## src/gsmi_params.svh

```systemverilog
// Offsets, bit positions, reset values and masks of the group SMI routing block.
`ifndef GSMI_PARAMS_SVH
`define GSMI_PARAMS_SVH

// Register indices; the APB byte address is four times the index.
`define GSMI_IDX_ROUTE 8'h17
`define GSMI_IDX_EN3   8'h18
`define GSMI_IDX_EN4   8'h19
`define GSMI_IDX_STAT  8'h1a
`define GSMI_IDX_MASK  8'h1b
`define GSMI_IDX_LIVE  8'h1c

// Bit positions inside the routing control byte.
`define GSMI_RT_MOUSE  0
`define GSMI_RT_KBD    1
`define GSMI_RT_IR     2
`define GSMI_RT_AUX    4
`define GSMI_RT_WAKE   5
`define GSMI_RT_SER    6
`define GSMI_RT_PIN    7

// Bit positions of the sticky status and mask registers.
`define GSMI_ST_GROUP  0
`define GSMI_ST_BUSERR 1

// Reset value of every enable, routing, status and mask register.
`define GSMI_RST_BYTE  8'h00

// Writable bits: bit 3 of the routing and gpio enable bytes is reserved.
`define GSMI_ROUTE_WMASK 8'hf7
`define GSMI_EN3_WMASK   8'hf7
`define GSMI_STAT_WMASK  8'h03

`endif

```

## src/gsmi_pkg.sv

```systemverilog
// Types shared by the group SMI routing block.
package gsmi_pkg;
    // One byte of register contents.
    typedef logic [7:0] gsmi_byte_t;

    // APB slave phase, one-hot.
    typedef enum logic [2:0] {
        GSMI_IDLE = 3'b001,
        GSMI_WAIT = 3'b010,
        GSMI_DONE = 3'b100
    } gsmi_apb_st_t;
endpackage

```

## src/gsmi_sticky.sv

```systemverilog
// Sticky status byte: hardware sets bits, software clears them by writing ones.
`timescale 1ns/10ps
module gsmi_sticky (
    input  wire logic             mclk,
    input  wire logic             resetn,
    input  wire gsmi_pkg::gsmi_byte_t setBits,
    input  wire gsmi_pkg::gsmi_byte_t clrBits,
    output gsmi_pkg::gsmi_byte_t  status_r
);
`include "gsmi_params.svh"

    // A set in the same cycle as a clear wins, so no event is lost.
    always_ff @(posedge mclk or negedge resetn) begin
        if (!resetn) begin
            status_r <= `GSMI_RST_BYTE;
        end else begin
            status_r <= (status_r & ~clrBits) | setBits;
        end
    end
endmodule

```

## src/gsmi_route.sv

```systemverilog
// Group SMI enable gating and routing to pin, serial IRQ and wake logic, with APB registers.
//
// Local design decision: register access over APB.
`timescale 1ns/10ps
//
// Behaviour
// - Routing bit 4 enables aux port-line source
// - Routing bit 5 forwards group into wake
// - Routing bit 6 places group on serial IRQ
// - Routing bit 7 drives active-low pin
// - Gpio enable byte maps pins, bit 3 reserved
// - Enable one admits source, zero blocks
// - Misc enable byte gates more sources, RW
// - Enables reset to zero on standby reset
// - Routing bits 0-2 enable mouse, keyboard, infrared
module gsmi_route (
    input  wire logic        mclk,
    input  wire logic        resetn,
    input  wire logic        psel,
    input  wire logic        penable,
    input  wire logic        pwrite,
    input  wire logic [9:0]  paddr,
    input  wire logic [31:0] pwdata,
    output logic      [31:0] prdata,
    output logic             pready,
    output logic             pslverr,
    input  wire logic        mouseIrq,
    input  wire logic        keyboardIrq,
    input  wire logic        infraredIrq,
    input  wire logic        auxPortIrq,
    input  wire logic [7:0]  gpioIrq,
    input  wire logic [7:0]  miscIrq,
    output logic             smiOutputPinN,
    output logic             serialIrqSmi,
    output logic             wakeEventSmi,
    output logic             groupMgmtIrqN,
    output logic             irq
);
`include "gsmi_params.svh"

    // True when a byte address selects the register with the given index.
    function automatic logic hitIdx(input logic [9:0] a, input logic [7:0] idx);
        hitIdx = (a == {idx, 2'b00});
    endfunction

    gsmi_pkg::gsmi_apb_st_t st_r;        // APB slave phase.
    gsmi_pkg::gsmi_apb_st_t st_nxt;      // Next APB slave phase.
    gsmi_pkg::gsmi_byte_t   route_r;     // Routing control byte.
    gsmi_pkg::gsmi_byte_t   en3_r;       // Gpio pin enable byte.
    gsmi_pkg::gsmi_byte_t   en4_r;       // Misc source enable byte.
    gsmi_pkg::gsmi_byte_t   mask_r;      // Interrupt mask byte.
    gsmi_pkg::gsmi_byte_t   status;      // Sticky status byte.
    gsmi_pkg::gsmi_byte_t   statSet;     // Status set pulses.
    gsmi_pkg::gsmi_byte_t   statClr;     // Status clear pulses.
    gsmi_pkg::gsmi_byte_t   liveVal;     // Live state seen by software.
    gsmi_pkg::gsmi_byte_t   rdByte;      // Read multiplexer output.
    logic [31:0]            prdata_r;    // Registered read data.
    logic                   pready_r;    // Registered ready.
    logic                   pslverr_r;   // Registered error.
    logic                   groupAct_r;  // Registered combined group level.
    logic                   groupActN_r; // Registered combined group level, active low.
    logic                   pinN_r;      // Registered pin level, active low.
    logic                   serial_r;    // Registered serial IRQ request.
    logic                   wake_r;      // Registered wake request.
    logic                   irq_r;       // Registered interrupt output.

    // Address decode of the mapped registers.
    wire selRoute = hitIdx(paddr, `GSMI_IDX_ROUTE);
    wire selEn3   = hitIdx(paddr, `GSMI_IDX_EN3);
    wire selEn4   = hitIdx(paddr, `GSMI_IDX_EN4);
    wire selStat  = hitIdx(paddr, `GSMI_IDX_STAT);
    wire selMask  = hitIdx(paddr, `GSMI_IDX_MASK);
    wire selLive  = hitIdx(paddr, `GSMI_IDX_LIVE);
    wire mapped   = selRoute | selEn3 | selEn4 | selStat | selMask | selLive;

    // The access phase completes at this edge; writes take effect only here.
    wire accDone  = (st_r == gsmi_pkg::GSMI_DONE) & psel & penable;
    wire wrDone   = accDone & pwrite;
    wire errDone  = accDone & ~mapped;

    // Each source is admitted by a one and blocked by a zero.
    wire routeSrc = (route_r[`GSMI_RT_MOUSE] & mouseIrq)
                  | (route_r[`GSMI_RT_KBD]   & keyboardIrq)
                  | (route_r[`GSMI_RT_IR]    & infraredIrq)
                  | (route_r[`GSMI_RT_AUX]   & auxPortIrq);
    // Bit 3 of the gpio byte never holds a one, so that input is ignored.
    wire gpioSrc  = |(en3_r & gpioIrq);
    wire miscSrc  = |(en4_r & miscIrq);
    // Combined group level: any enabled active source.
    wire groupNxt = routeSrc | gpioSrc | miscSrc;

    // Status events: a new group assertion and an unmapped access.
    assign statSet = {6'h00, errDone, groupNxt & ~groupAct_r};
    assign statClr = (wrDone & selStat) ? (pwdata[7:0] & `GSMI_STAT_WMASK) : 8'h00;
    assign liveVal = {4'h0, wake_r, serial_r, ~pinN_r, groupAct_r};

    // Read multiplexer; unmapped addresses read as zero.
    assign rdByte = selRoute ? route_r :
                    selEn3   ? en3_r   :
                    selEn4   ? en4_r   :
                    selStat  ? status  :
                    selMask  ? mask_r  :
                    selLive  ? liveVal : 8'h00;

    // APB phase sequencing: one wait cycle, then ready for one cycle.
    always_comb begin
        st_nxt = st_r;
        case (st_r)
            gsmi_pkg::GSMI_IDLE: begin
                if (psel && !penable) begin
                    st_nxt = gsmi_pkg::GSMI_WAIT;
                end
            end
            gsmi_pkg::GSMI_WAIT: begin
                st_nxt = gsmi_pkg::GSMI_DONE;
            end
            gsmi_pkg::GSMI_DONE: begin
                st_nxt = gsmi_pkg::GSMI_IDLE;
            end
            default: begin
                st_nxt = gsmi_pkg::GSMI_IDLE;
            end
        endcase
    end

    // Bus answer registers: data, ready and error are loaded with the ready edge.
    always_ff @(posedge mclk or negedge resetn) begin
        if (!resetn) begin
            st_r      <= gsmi_pkg::GSMI_IDLE;
            pready_r  <= 1'b0;
            pslverr_r <= 1'b0;
            prdata_r  <= 32'h0000_0000;
        end else begin
            st_r      <= st_nxt;
            pready_r  <= (st_nxt == gsmi_pkg::GSMI_DONE);
            pslverr_r <= (st_nxt == gsmi_pkg::GSMI_DONE) & ~mapped;
            prdata_r  <= {24'h00_0000, rdByte};
        end
    end

    // Enable and mask registers; all start disabled after the standby reset.
    always_ff @(posedge mclk or negedge resetn) begin
        if (!resetn) begin
            route_r <= `GSMI_RST_BYTE;
            en3_r   <= `GSMI_RST_BYTE;
            en4_r   <= `GSMI_RST_BYTE;
            mask_r  <= `GSMI_RST_BYTE;
        end else if (wrDone) begin
            if (selRoute) begin
                route_r <= pwdata[7:0] & `GSMI_ROUTE_WMASK;
            end else if (selEn3) begin
                en3_r <= pwdata[7:0] & `GSMI_EN3_WMASK;
            end else if (selEn4) begin
                en4_r <= pwdata[7:0];
            end else if (selMask) begin
                mask_r <= pwdata[7:0] & `GSMI_STAT_WMASK;
            end
        end
    end

    // Sticky event status with write-one-to-clear.
    gsmi_sticky u_status (
        .mclk     (mclk),
        .resetn   (resetn),
        .setBits  (statSet),
        .clrBits  (statClr),
        .status_r (status)
    );

    // Route the group level to the pin, the serial stream and the wake logic.
    always_ff @(posedge mclk or negedge resetn) begin
        if (!resetn) begin
            groupAct_r <= 1'b0;
            groupActN_r <= 1'b1;
            pinN_r     <= 1'b1;
            serial_r   <= 1'b0;
            wake_r     <= 1'b0;
            irq_r      <= 1'b0;
        end else begin
            groupAct_r <= groupNxt;
            groupActN_r <= ~groupNxt;
            wake_r     <= groupNxt & route_r[`GSMI_RT_WAKE];
            serial_r   <= groupNxt & route_r[`GSMI_RT_SER];
            pinN_r     <= ~(groupNxt & route_r[`GSMI_RT_PIN]);
            irq_r      <= |(status & mask_r);
        end
    end

    // Every output comes straight from a flip-flop.
    assign prdata        = prdata_r;
    assign pready        = pready_r;
    assign pslverr       = pslverr_r;
    assign groupMgmtIrqN = groupActN_r;
    assign smiOutputPinN = pinN_r;
    assign serialIrqSmi  = serial_r;
    assign wakeEventSmi  = wake_r;
    assign irq           = irq_r;
endmodule

```

## config.mk

```make
export PLATFORM = sky130hd
export DESIGN_NAME = gsmi_route
export DESIGN_NICKNAME = d
export VERILOG_FILES = /design/src/gsmi_pkg.sv /design/src/gsmi_sticky.sv /design/src/gsmi_route.sv
export VERILOG_INCLUDE_DIRS = /design/src
export SDC_FILE = /design/constraint.sdc
export NUM_CORES = 1
export LEC_CHECK = 0
export BUFFER_PORTS_ARGS = -buffer_cell sky130_fd_sc_hd__buf_2
export CORE_UTILIZATION = 50
export DETAILED_ROUTE_END_ITERATION = 7
export PLACE_DENSITY = 0.85
export SYNTH_ARGS = -nofsm -noshare
export SYNTH_HDL_FRONTEND = slang
export SYNTH_SLANG_ARGS = --single-unit
export TNS_END_PERCENT = 10
```

## constraint.sdc

```tcl
create_clock -name mclk -period 3 [get_ports mclk]
set_input_delay 0.15 -clock mclk [delete_from_list [all_inputs] [get_ports mclk]]
set_output_delay 0.15 -clock mclk [all_outputs]
set_load 0.01 [all_outputs]
```

==> metrics, run 1 <==
Reg power frac 53.6%; final design utilization roughly 60%; drt drc 0; Achievable Freq 497 MHz; CTS tree yes; reg-to-reg slack, setup 0.99 ns; Fin Setup TNS 0 ns; Die ar. 4770 µm²; Setup Crit Path Kind register to register; sequential element share of the synthesized area 50.2%; Startpoint Class register; Slew HR a little under two fifths; post-placement setup slack around 0.92 ns; combinational power share about 7.2%; Die Y 69.1 µm; status finished with violations; largest net degree at the start of global routing 46; crit share post-route between 60% and 70%; critical path's slowest cell nor4b_4; CTS Root Buffer Type clkbuf_8; CP Max Fanout 8; fill count 359; Initial Util 52.0%; Final setup viols 0; Synth Flop Type dfrtp_1; cts hold-fix bufs 0; worst slew pin tran 0.937 ns; final hold vios 13; Leak 1.37 nW; vias in the first global route 1602; RSZ-0062 raised after global routing false; Crit path buffers/inverters 0; CTS H-tree depth 2; First-pass DRT Iterations 4; Switching Share ~22%; CTS Buffer Depth 2; CP top delay family simple AND/OR/NAND/NOR gates; Yosys reg bits 45; synthesized cell area 2250 µm²; crit-path cells nor2b_1, nand4_1, nor4b_4, mux2_2; Non-Filler Instances 298; Routed WL 4570 µm; dpl cells between 200 and 300; Final nets 312; ys async rst share 100%; CTS clock-pin slew for the worst setup and hold paths roughly 0.080 ns; Pins Over Slew Limit 0; post-cts sizing count 0; Hold Path Class primary input to asynchronous set/reset pin; Die Width between 60 and 70 µm; ant diodes 0; Worst VDD drop 334 µV; failing checks hold timing; site row count 24; Clock Latency Late Sink 0.30 ns; EDFF count, synth 0; PnR worst setup slack 0.989 ns; min cycle time layout a little over 2 ns; post-synthesis cell type count 44; max-cap viol count 0; Setup Buffers After CTS 0; WHS -0.0137 ns; DRC violation total after the first TritonRoute iteration 92; Congestion Overflow GR 0; synthesis-to-layout area growth 15.6%; YS warnings 0; pwr dens 441 nW/µm²; clock sink count 45; Psw 257 µW; Critical Path AT ~2.2 ns; fraction of power consumed by the clock network 39.1%; via count 1631; Placer Congestion 0.853; GRT Util Overall 20.4%; Antenna Nets Post-Route 0; first-pass GRT wire length approximately 7500 µm; syn avg cell area 12.2 µm²; Internal 891 µW; Cells after Synth 185; core area 4320 µm²; vias per cell 5.47; Req. time, crit path approximately 3.2 ns; IO Port Bufs 56; WL/cell approximately 15 µm; share of cells above drive strength 1 40.7%; CP Capture Type register; I/O pins 106; CTS Buf Count 5; dpl hpwl 3520 µm; Critical Path Max Stage Delay 0.63 ns; Worst Skew 0.00978 ns; initial antenna violation count 0
-- per-stage QoR --
step                total power [mW]  area, µm²
floorplan                      0.685       2340
global route                    1.19       2600
CTS                             1.16       2600
detailed placement             0.711       2490
global placement               0.709       2490
finish                          1.15       2600
-- cell usage in the layout, fill, tap and decap left out, types with 4 or more instances in the layout --
| cell | instances |
|---|---|
| clkbuf_8 | 5 |
| dfrtp_1 | 42 |
| inv_1 | 4 |
| conb_1 | 24 |
| nor2_1 | 6 |
| buf_2 | 56 |
| nand2_1 | 10 |
| mux2_4 | 7 |
| and3_1 | 4 |
| a22oi_1 | 10 |
| o21ai_0 | 4 |
| a221o_1 | 4 |
| nor2b_1 | 5 |
| mux2_2 | 17 |
-- metal layers --
layer | vias to the layer above | global-route usage (%) | part of all wire (%)
li1 | 754 | - | -
met2 | 75 | 32.4 | 50
met1 | 791 | 26.0 | 41
met5 | - | 0 | 0
met3 | 11 | 3.65 | 5.4
met4 | 0 | 12.5 | 2.8
-- synth_stat cells (4+ instances only) --
cell type	n	area (µm²)
inv_1	4	15.0
o21ai_0	4	20.0
nor2b_1	5	31.3
buf_4	24	180
mux2_4	7	105
nand2_1	10	37.5
a22oi_1	10	75.1
mux2_2	17	191
nor2_1	6	22.5
a221o_1	4	40.0
dfrtp_1	42	1050
and3_1	4	25.0
-- sequential cells by signal, summed over array words and instances (netlist names) --
| register | count |
|---|---|
| en3_r | 7 |
| en4_r | 8 |
| groupAct_r | 1 |
| groupMgmtIrqN | 1 |
| irq | 1 |
| mask_r | 2 |
| prdata | 8 |
| pready | 1 |
| pslverr | 1 |
| route_r | 7 |
| serialIrqSmi | 1 |
| smiOutputPinN | 1 |
| st_r | 3 |
| u_status.status_r | 2 |
| wakeEventSmi | 1 |
-- layout make-up --
cell class / instances / area [µm²] / share of cell area, %
Tap cell: 52 / 65.1 / 2.50
Clock buffer: 6 / 72.6 / 2.79
Inverter: 4 / 15.0 / 0.577
Timing Repair Buffer: 57 / 288 / 11.1
Clock inverter: 2 / 38.8 / 1.49
Sequential cell: 45 / 1130 / 43.4
Multi-Input combinational cell: 132 / 992 / 38.1
-- power by group through the flow --
stage | Clock [mW] | Combinational, mW | Sequential (mW)
floorplan | 0 | 0.0584 | 0.627
global placement | 0 | 0.0818 | 0.627
detailed placement | 0 | 0.0836 | 0.627
CTS | 0.458 | 0.0840 | 0.615
global route | 0.482 | 0.0930 | 0.616
finish | 0.449 | 0.0832 | 0.615
-- worst paths after layout --
kind,startpoint,endpoint,depth (start not counted)
worst max-delay path,st_r[1]$_DFF_PN0_,en4_r[1]$_DFFE_PN0P_,4
worst min-delay path,resetn,prdata[3]$_DFF_PN0_,1
worst max register to register,st_r[1]$_DFF_PN0_,en4_r[1]$_DFFE_PN0P_,4
worst min register to register,route_r[7]$_DFFE_PN0P_,smiOutputPinN$_DFF_PN1_,1
max in group asynchronous,resetn,st_r[1]$_DFF_PN0_,1
min in group mclk,pwdata[3],en4_r[3]$_DFFE_PN0P_,2
-- kinds of logic (layout without fill, tap and decap cells) --
family | count (synthesis) | after routing | synth area share, %
AO/OA/AOI/OAI | 32 | 32 | 10.8
flip-flops | 45 | 45 | 50.2
other | 1 | 24 | 0.167
multiplexers | 25 | 25 | 13.6
buffers and inverters | 31 | 69 | 9.51
AND/OR/NAND/NOR | 51 | 51 | 15.6
Note: power is estimated with default switching activity, not from simulation.
==> run 2, diff against run 1 <==
--- a/config.mk
+++ b/config.mk
@@ -6,10 +6,11 @@
 export SDC_FILE = /design/constraint.sdc
 export NUM_CORES = 1
 export LEC_CHECK = 0
+export ABC_AREA = 1
 export BUFFER_PORTS_ARGS = -buffer_cell sky130_fd_sc_hd__buf_2
-export CORE_UTILIZATION = 50
+export CORE_UTILIZATION = 43
 export DETAILED_ROUTE_END_ITERATION = 7
-export PLACE_DENSITY = 0.85
+export PLACE_DENSITY = 0.77
 export SYNTH_ARGS = -nofsm -noshare
 export SYNTH_HDL_FRONTEND = slang
 export SYNTH_SLANG_ARGS = --single-unit
==> constraint.sdc (replaced) <==
create_clock -name mclk -period 1.6 [get_ports mclk]
set_input_delay 0.08 -clock mclk [delete_from_list [all_inputs] [get_ports mclk]]
set_output_delay 0.08 -clock mclk [all_outputs]
set_load 0.01 [all_outputs]
==> metrics, run 2 <==
status complete, no violations; critical path depth 6; Worst Skew ~0.0084 ns; First-pass DRT Iterations 4; post-placement setup slack 0.239 ns; sequential element share of the synthesized area 47.1%; Achievable Freq 722 MHz; post-synth top area share 43.8%; Critical Path Max Stage Delay 0.39 ns; Setup Buffers After CTS 0; share of cells above drive strength 1 29.7%; CP top delay family simple AND/OR/NAND/NOR gates; I/O pins 106; GRT Util Overall between 15 and 20%; Fin Setup TNS 0 ns; CTS H-tree depth 2; hold wc startpoint pwdata[3]; RR Endpoint u_status.status_r[1]$_DFF_PN0_; pwr dens 735 nW/µm²; CP Capture Type register; site row count 26; Final setup viols 0; fill count between 500 and 600; vias per cell around 4.5; Clock Latency Late Sink 0.30 ns; Setup Crit Path Kind register to register; most frequent cells in the layout nand2_1, buf_2, dfrtp_1; Placer Congestion 0.833; Crit path buffers/inverters 0; reg-to-reg slack, setup around 0.22 ns; Critical Path AT between 1.5 and 2 ns; post-cts sizing count 0; clock sink count 45; WL/cell 11.3 µm; CTS Buf Count 5; crit-path cells nor2_1, nand4_2, nor2_8, nand2_1, o21ai_0, nand2_1; DRC violation total after the first TritonRoute iteration approximately 130; PnR worst setup slack 0.216 ns; EDFF count, synth 0; Routed WL 4760 µm; Die ar. 5880 µm²; IO Port Bufs 56; hold endpoint en4_r[3]$_DFFE_PN0P_; Hold Path Class primary input to register; Leak 1.56 nW; via count 1881; reg-to-reg startpoint st_r[0]$_DFF_PN1_; Cells after Synth about 290; total power just over 2 mW; WHS Path Cells 3; crit share post-route between 80% and 90%; initial antenna violation count 0; synthesized cell area 2400 µm²; Startpoint Class register; synth top area cells dfrtp_1, nand2_1, buf_4; vias in the first global route 1737; final hold vios 0; most frequent cell after synthesis nand2_1; YS warnings 0; CTS clock-pin slew for the worst setup and hold paths 0.08 ns; RSZ-0062 raised after global routing false; Pins Over Slew Limit 0; final design utilization 52.9%; post-synthesis cell type count 29; most common cell after layout, fill and taps aside nand2_1; dpl hpwl 3710 µm; Final nets 416; Worst VDD drop 373 µV; Initial Util between 40% and 50%; ys async rst share 100%; core area 5240 µm²; CTS Buffer Depth 2; first-pass GRT wire length 7920 µm; cts hold-fix bufs 2; Die Y 76.7 µm; critical path's slowest cell dfstp_2; Worst R2R Path Depth 6; syn avg cell area about 8.4 µm²; Congestion Overflow GR 0; CTS Root Buffer Type clkbuf_8; CTS tree yes; ant diodes 0; Synth Flop Type dfrtp_1; drt drc 0; Die Width 76.7 µm; Crit path top cell by count nand2_1; CP Max Fanout 6; Antenna Nets Post-Route 0; min cycle time layout 1.38 ns; synthesis-to-layout area growth 15.4%; Req. time, crit path about 1.8 ns; max-cap viol count 0; Yosys top cell by area dfrtp_1; largest net degree at the start of global routing 28; commonest cells in the netlist nand2_1, dfrtp_1, inv_1; Yosys reg bits 45
==> run 2: cell type report <==
cell class	instances	area, µm²	area share, %
clock buffers	8	90.1	3.25
inverters	32	125	4.52
multi-input cells	206	1020	36.7
flip-flops and latches	45	1130	40.8
well taps	70	87.6	3.16
repair buffers	59	320	11.6
==> run 2: power by group <==
group / switching, mW / internal, mW
registers: 0.00643 / 1.15
clock network: 0.357 / 0.352
logic: 0.114 / 0.0594
==> run 2: metrics by stage <==
| stage | cell area [µm²] | hold WS, ns | std cells |
|---|---|---|---|
| floorplan | 2490 | -0.216 | 310 |
| global placement | 2660 | 0.0468 | 410 |
| detailed placement | 2660 | 0.0597 | 410 |
| CTS | 2770 | 0.0231 | 420 |
| global route | 2770 | 0.0479 | 420 |
| finish | 2770 | 0.0189 | 420 |
==> run 2: kinds of logic after synthesis <==
family	after synthesis	synth area share, %
AND/OR/NAND/NOR	152	29.7
buffers and inverters	59	14.1
flip-flops	45	47.1
AO/OA/AOI/OAI	30	8.92
other	1	0.156
==> run 2: worst min-delay path, cell delays in order <==
cell and delay, ns:
buf_2 0.08, nand3_1 0.06, nand2_1 0.06
==> run 2: how the worst max path moves through the flow <==
stage                                                 to              start
after floorplan                     en4_r[6]$_DFFE_PN0P_  st_r[0]$_DFF_PN1_
after global placement              en4_r[4]$_DFFE_PN0P_  st_r[0]$_DFF_PN1_
after detailed placement            en4_r[1]$_DFFE_PN0P_  st_r[0]$_DFF_PN1_
after CTS                           en4_r[1]$_DFFE_PN0P_  st_r[0]$_DFF_PN1_
after global routing      u_status.status_r[0]$_DFF_PN0_  st_r[0]$_DFF_PN1_
final                     u_status.status_r[1]$_DFF_PN0_  st_r[0]$_DFF_PN1_
==> run 2: metal layers <==
layer	global-route usage (%)	part of all wire, %	vias to the layer above
met2	28.5	50	60
met3	4.52	5.1	4
met5	0	0	-
met4	5.38	0.92	0
li1	-	-	973
met1	21.4	44	844
==> run 3, diff against run 2 <==
--- a/config.mk
+++ b/config.mk
@@ -8,6 +8,7 @@
 export LEC_CHECK = 0
 export ABC_AREA = 1
 export BUFFER_PORTS_ARGS = -buffer_cell sky130_fd_sc_hd__buf_2
+export CORE_MARGIN = 2
 export CORE_UTILIZATION = 43
 export DETAILED_ROUTE_END_ITERATION = 7
 export PLACE_DENSITY = 0.77
==> metrics, run 3 (same netlist as run 2, synthesis figures left out) <==
CTS H-tree depth 2; Psw approximately 500 µW; CTS clock-pin slew for the worst setup and hold paths roughly 0.08 ns; WL/cell 11.4 µm; Antenna Nets Post-Route 0; RSZ-0062 raised after global routing false; final hold vios 0; Die Width 78.7 µm; min cycle time layout 1.37 ns; fraction of power consumed by the clock network 36.7%; largest net degree at the start of global routing 27; DRC violation total after the first TritonRoute iteration 86; First-pass DRT Iterations 4; Pins Over Slew Limit 0; CP Capture Type register; Placer Congestion around 0.85; critical path depth 6; Leak 1.57 nW; Switching Share approximately a quarter; reg-to-reg startpoint st_r[0]$_DFF_PN1_; Worst Skew 0.00801 ns; Req. time, crit path 1.79 ns; max-cap viol count 0; crit-path cells nor2_1, nand4_2, nor2_8, nand2_4, nand2_1, o21ai_2; status complete, no violations; Final nets 416; Congestion Overflow GR 0; critical path's slowest cell dfstp_2; RR Endpoint en4_r[0]$_DFFE_PN0P_; Critical Path Max Stage Delay 0.39 ns; I/O pins about 110; initial antenna violation count 0; Crit path buffers/inverters 0; crit share post-route a little under nine tenths; Critical Path Start st_r[0]$_DFF_PN1_; Setup crit end en4_r[0]$_DFFE_PN0P_; GRT Util Overall 16.8%; post-placement setup slack 0.250 ns; CTS Root Buffer Type clkbuf_8; core area 5440 µm²; Initial Util 44.1%; IO Port Bufs 56; vias per cell 4.48; Worst R2R Path Depth 6; vias in the first global route 1799; most frequent cells in the layout nand2_1, buf_2, dfrtp_1; Routed WL 4820 µm; PnR worst setup slack 0.231 ns; synthesis-to-layout area growth 16.0%; Achievable Freq 731 MHz; Setup Crit Path Kind register to register; combinational power share 8.3%; Reg power frac 55.0%; CTS tree yes; CTS Buffer Depth 2; share of cells above drive strength 1 30.3%; ant diodes 0; via count 1889; Internal 1.60 mW; Die Y slightly below 80 µm; reg-to-reg slack, setup 0.23 ns; Hold Path Class primary input to register; clock sink count 45; Non-Filler Instances 422; dpl cells 412; CP Max Fanout 15; Die ar. 6190 µm²; Critical Path AT 1.56 ns; Final setup viols 0; Startpoint Class register; Clock Latency Late Sink 0.30 ns; Setup Buffers After CTS 0; first-pass GRT wire length 8160 µm; most common cell after layout, fill and taps aside nand2_1; Fin Setup TNS 0 ns; drt drc 0; Worst VDD drop between 400 and 500 µV; CP top delay family simple AND/OR/NAND/NOR gates; site row count 27; dpl hpwl 3770 µm; pwr dens 754 nW/µm²; CTS Buf Count 5
-- run 3: cell types whose count changed in the layout (fill, tap and decap cells not counted), sizes merged --
cell | previous run | this run
clkinv | 0 | 1
clkbuf | 8 | 7
-- run 3: stage by stage --
stage	hold WS [ns]	instance area, µm²	utilization (%)	power (mW)
final	0.0221	2780	51.2	2.10
after global routing	0.0585	2780	51.2	2.19
after CTS	0.0215	2780	51.2	2.12
after detailed placement	0.0674	2660	49.0	1.35
after global placement	0.0640	2660	49.0	1.34
after floorplan	-0.216	2490	-	1.29
-- run 3: worst min-delay path by stage --
stage | endpoint | startpoint | cells after the start | slack (ns)
after floorplan | en3_r[0]$_DFFE_PN0P_ | resetn | 0 | -0.22
after global placement | prdata[3]$_DFF_PN0_ | resetn | 1 | 0.06
after detailed placement | en4_r[3]$_DFFE_PN0P_ | resetn | 1 | 0.07
after CTS | en4_r[3]$_DFFE_PN0P_ | pwdata[3] | 3 | 0.02
after global routing | en4_r[3]$_DFFE_PN0P_ | pwdata[3] | 3 | 0.06
final | en4_r[3]$_DFFE_PN0P_ | pwdata[3] | 3 | 0.02
-- run 3: layer usage --
metal | GRT usage [%] | share of wire (%)
met2 | 27.4 | 48
met4 | 5.96 | 1.2
met5 | 0 | 0
met3 | 3.86 | 6.0
met1 | 22.0 | 45
-- run 3: timing repair --
action | 4_1_cts | 5_1_grt
endpoints found under the hold margin | 18 | 0
hold buffers | 2 | 0
resized for setup | 0 | 0
-- run 3: power groups by stage --
stage | registers (mW) | clock network, mW | logic [mW]
finish | 1.15 | 0.771 | 0.174
global route | 1.15 | 0.835 | 0.201
CTS | 1.15 | 0.787 | 0.177
detailed placement | 1.18 | 0 | 0.173
global placement | 1.18 | 0 | 0.169
floorplan | 1.18 | 0 | 0.117
-- run 3: layout make-up --
cell class	count	area (µm²)
Multi-Input combinational cell	206	1020
Timing Repair Buffer	59	320
Clock buffer	7	96.3
Inverter	32	125
Clock inverter	1	5.00
Tap cell	72	90.1
Sequential cell	45	1130
Fill cell	526	2660
-- run 3: worst register-to-register path: cells and delay by family, from the launching register on --
| kind | cells | cell delay, ns |
|---|---|---|
| compound gates | 1 | 0.05 |
| simple gates | 5 | 0.81 |
| flops | 1 | 0.39 |
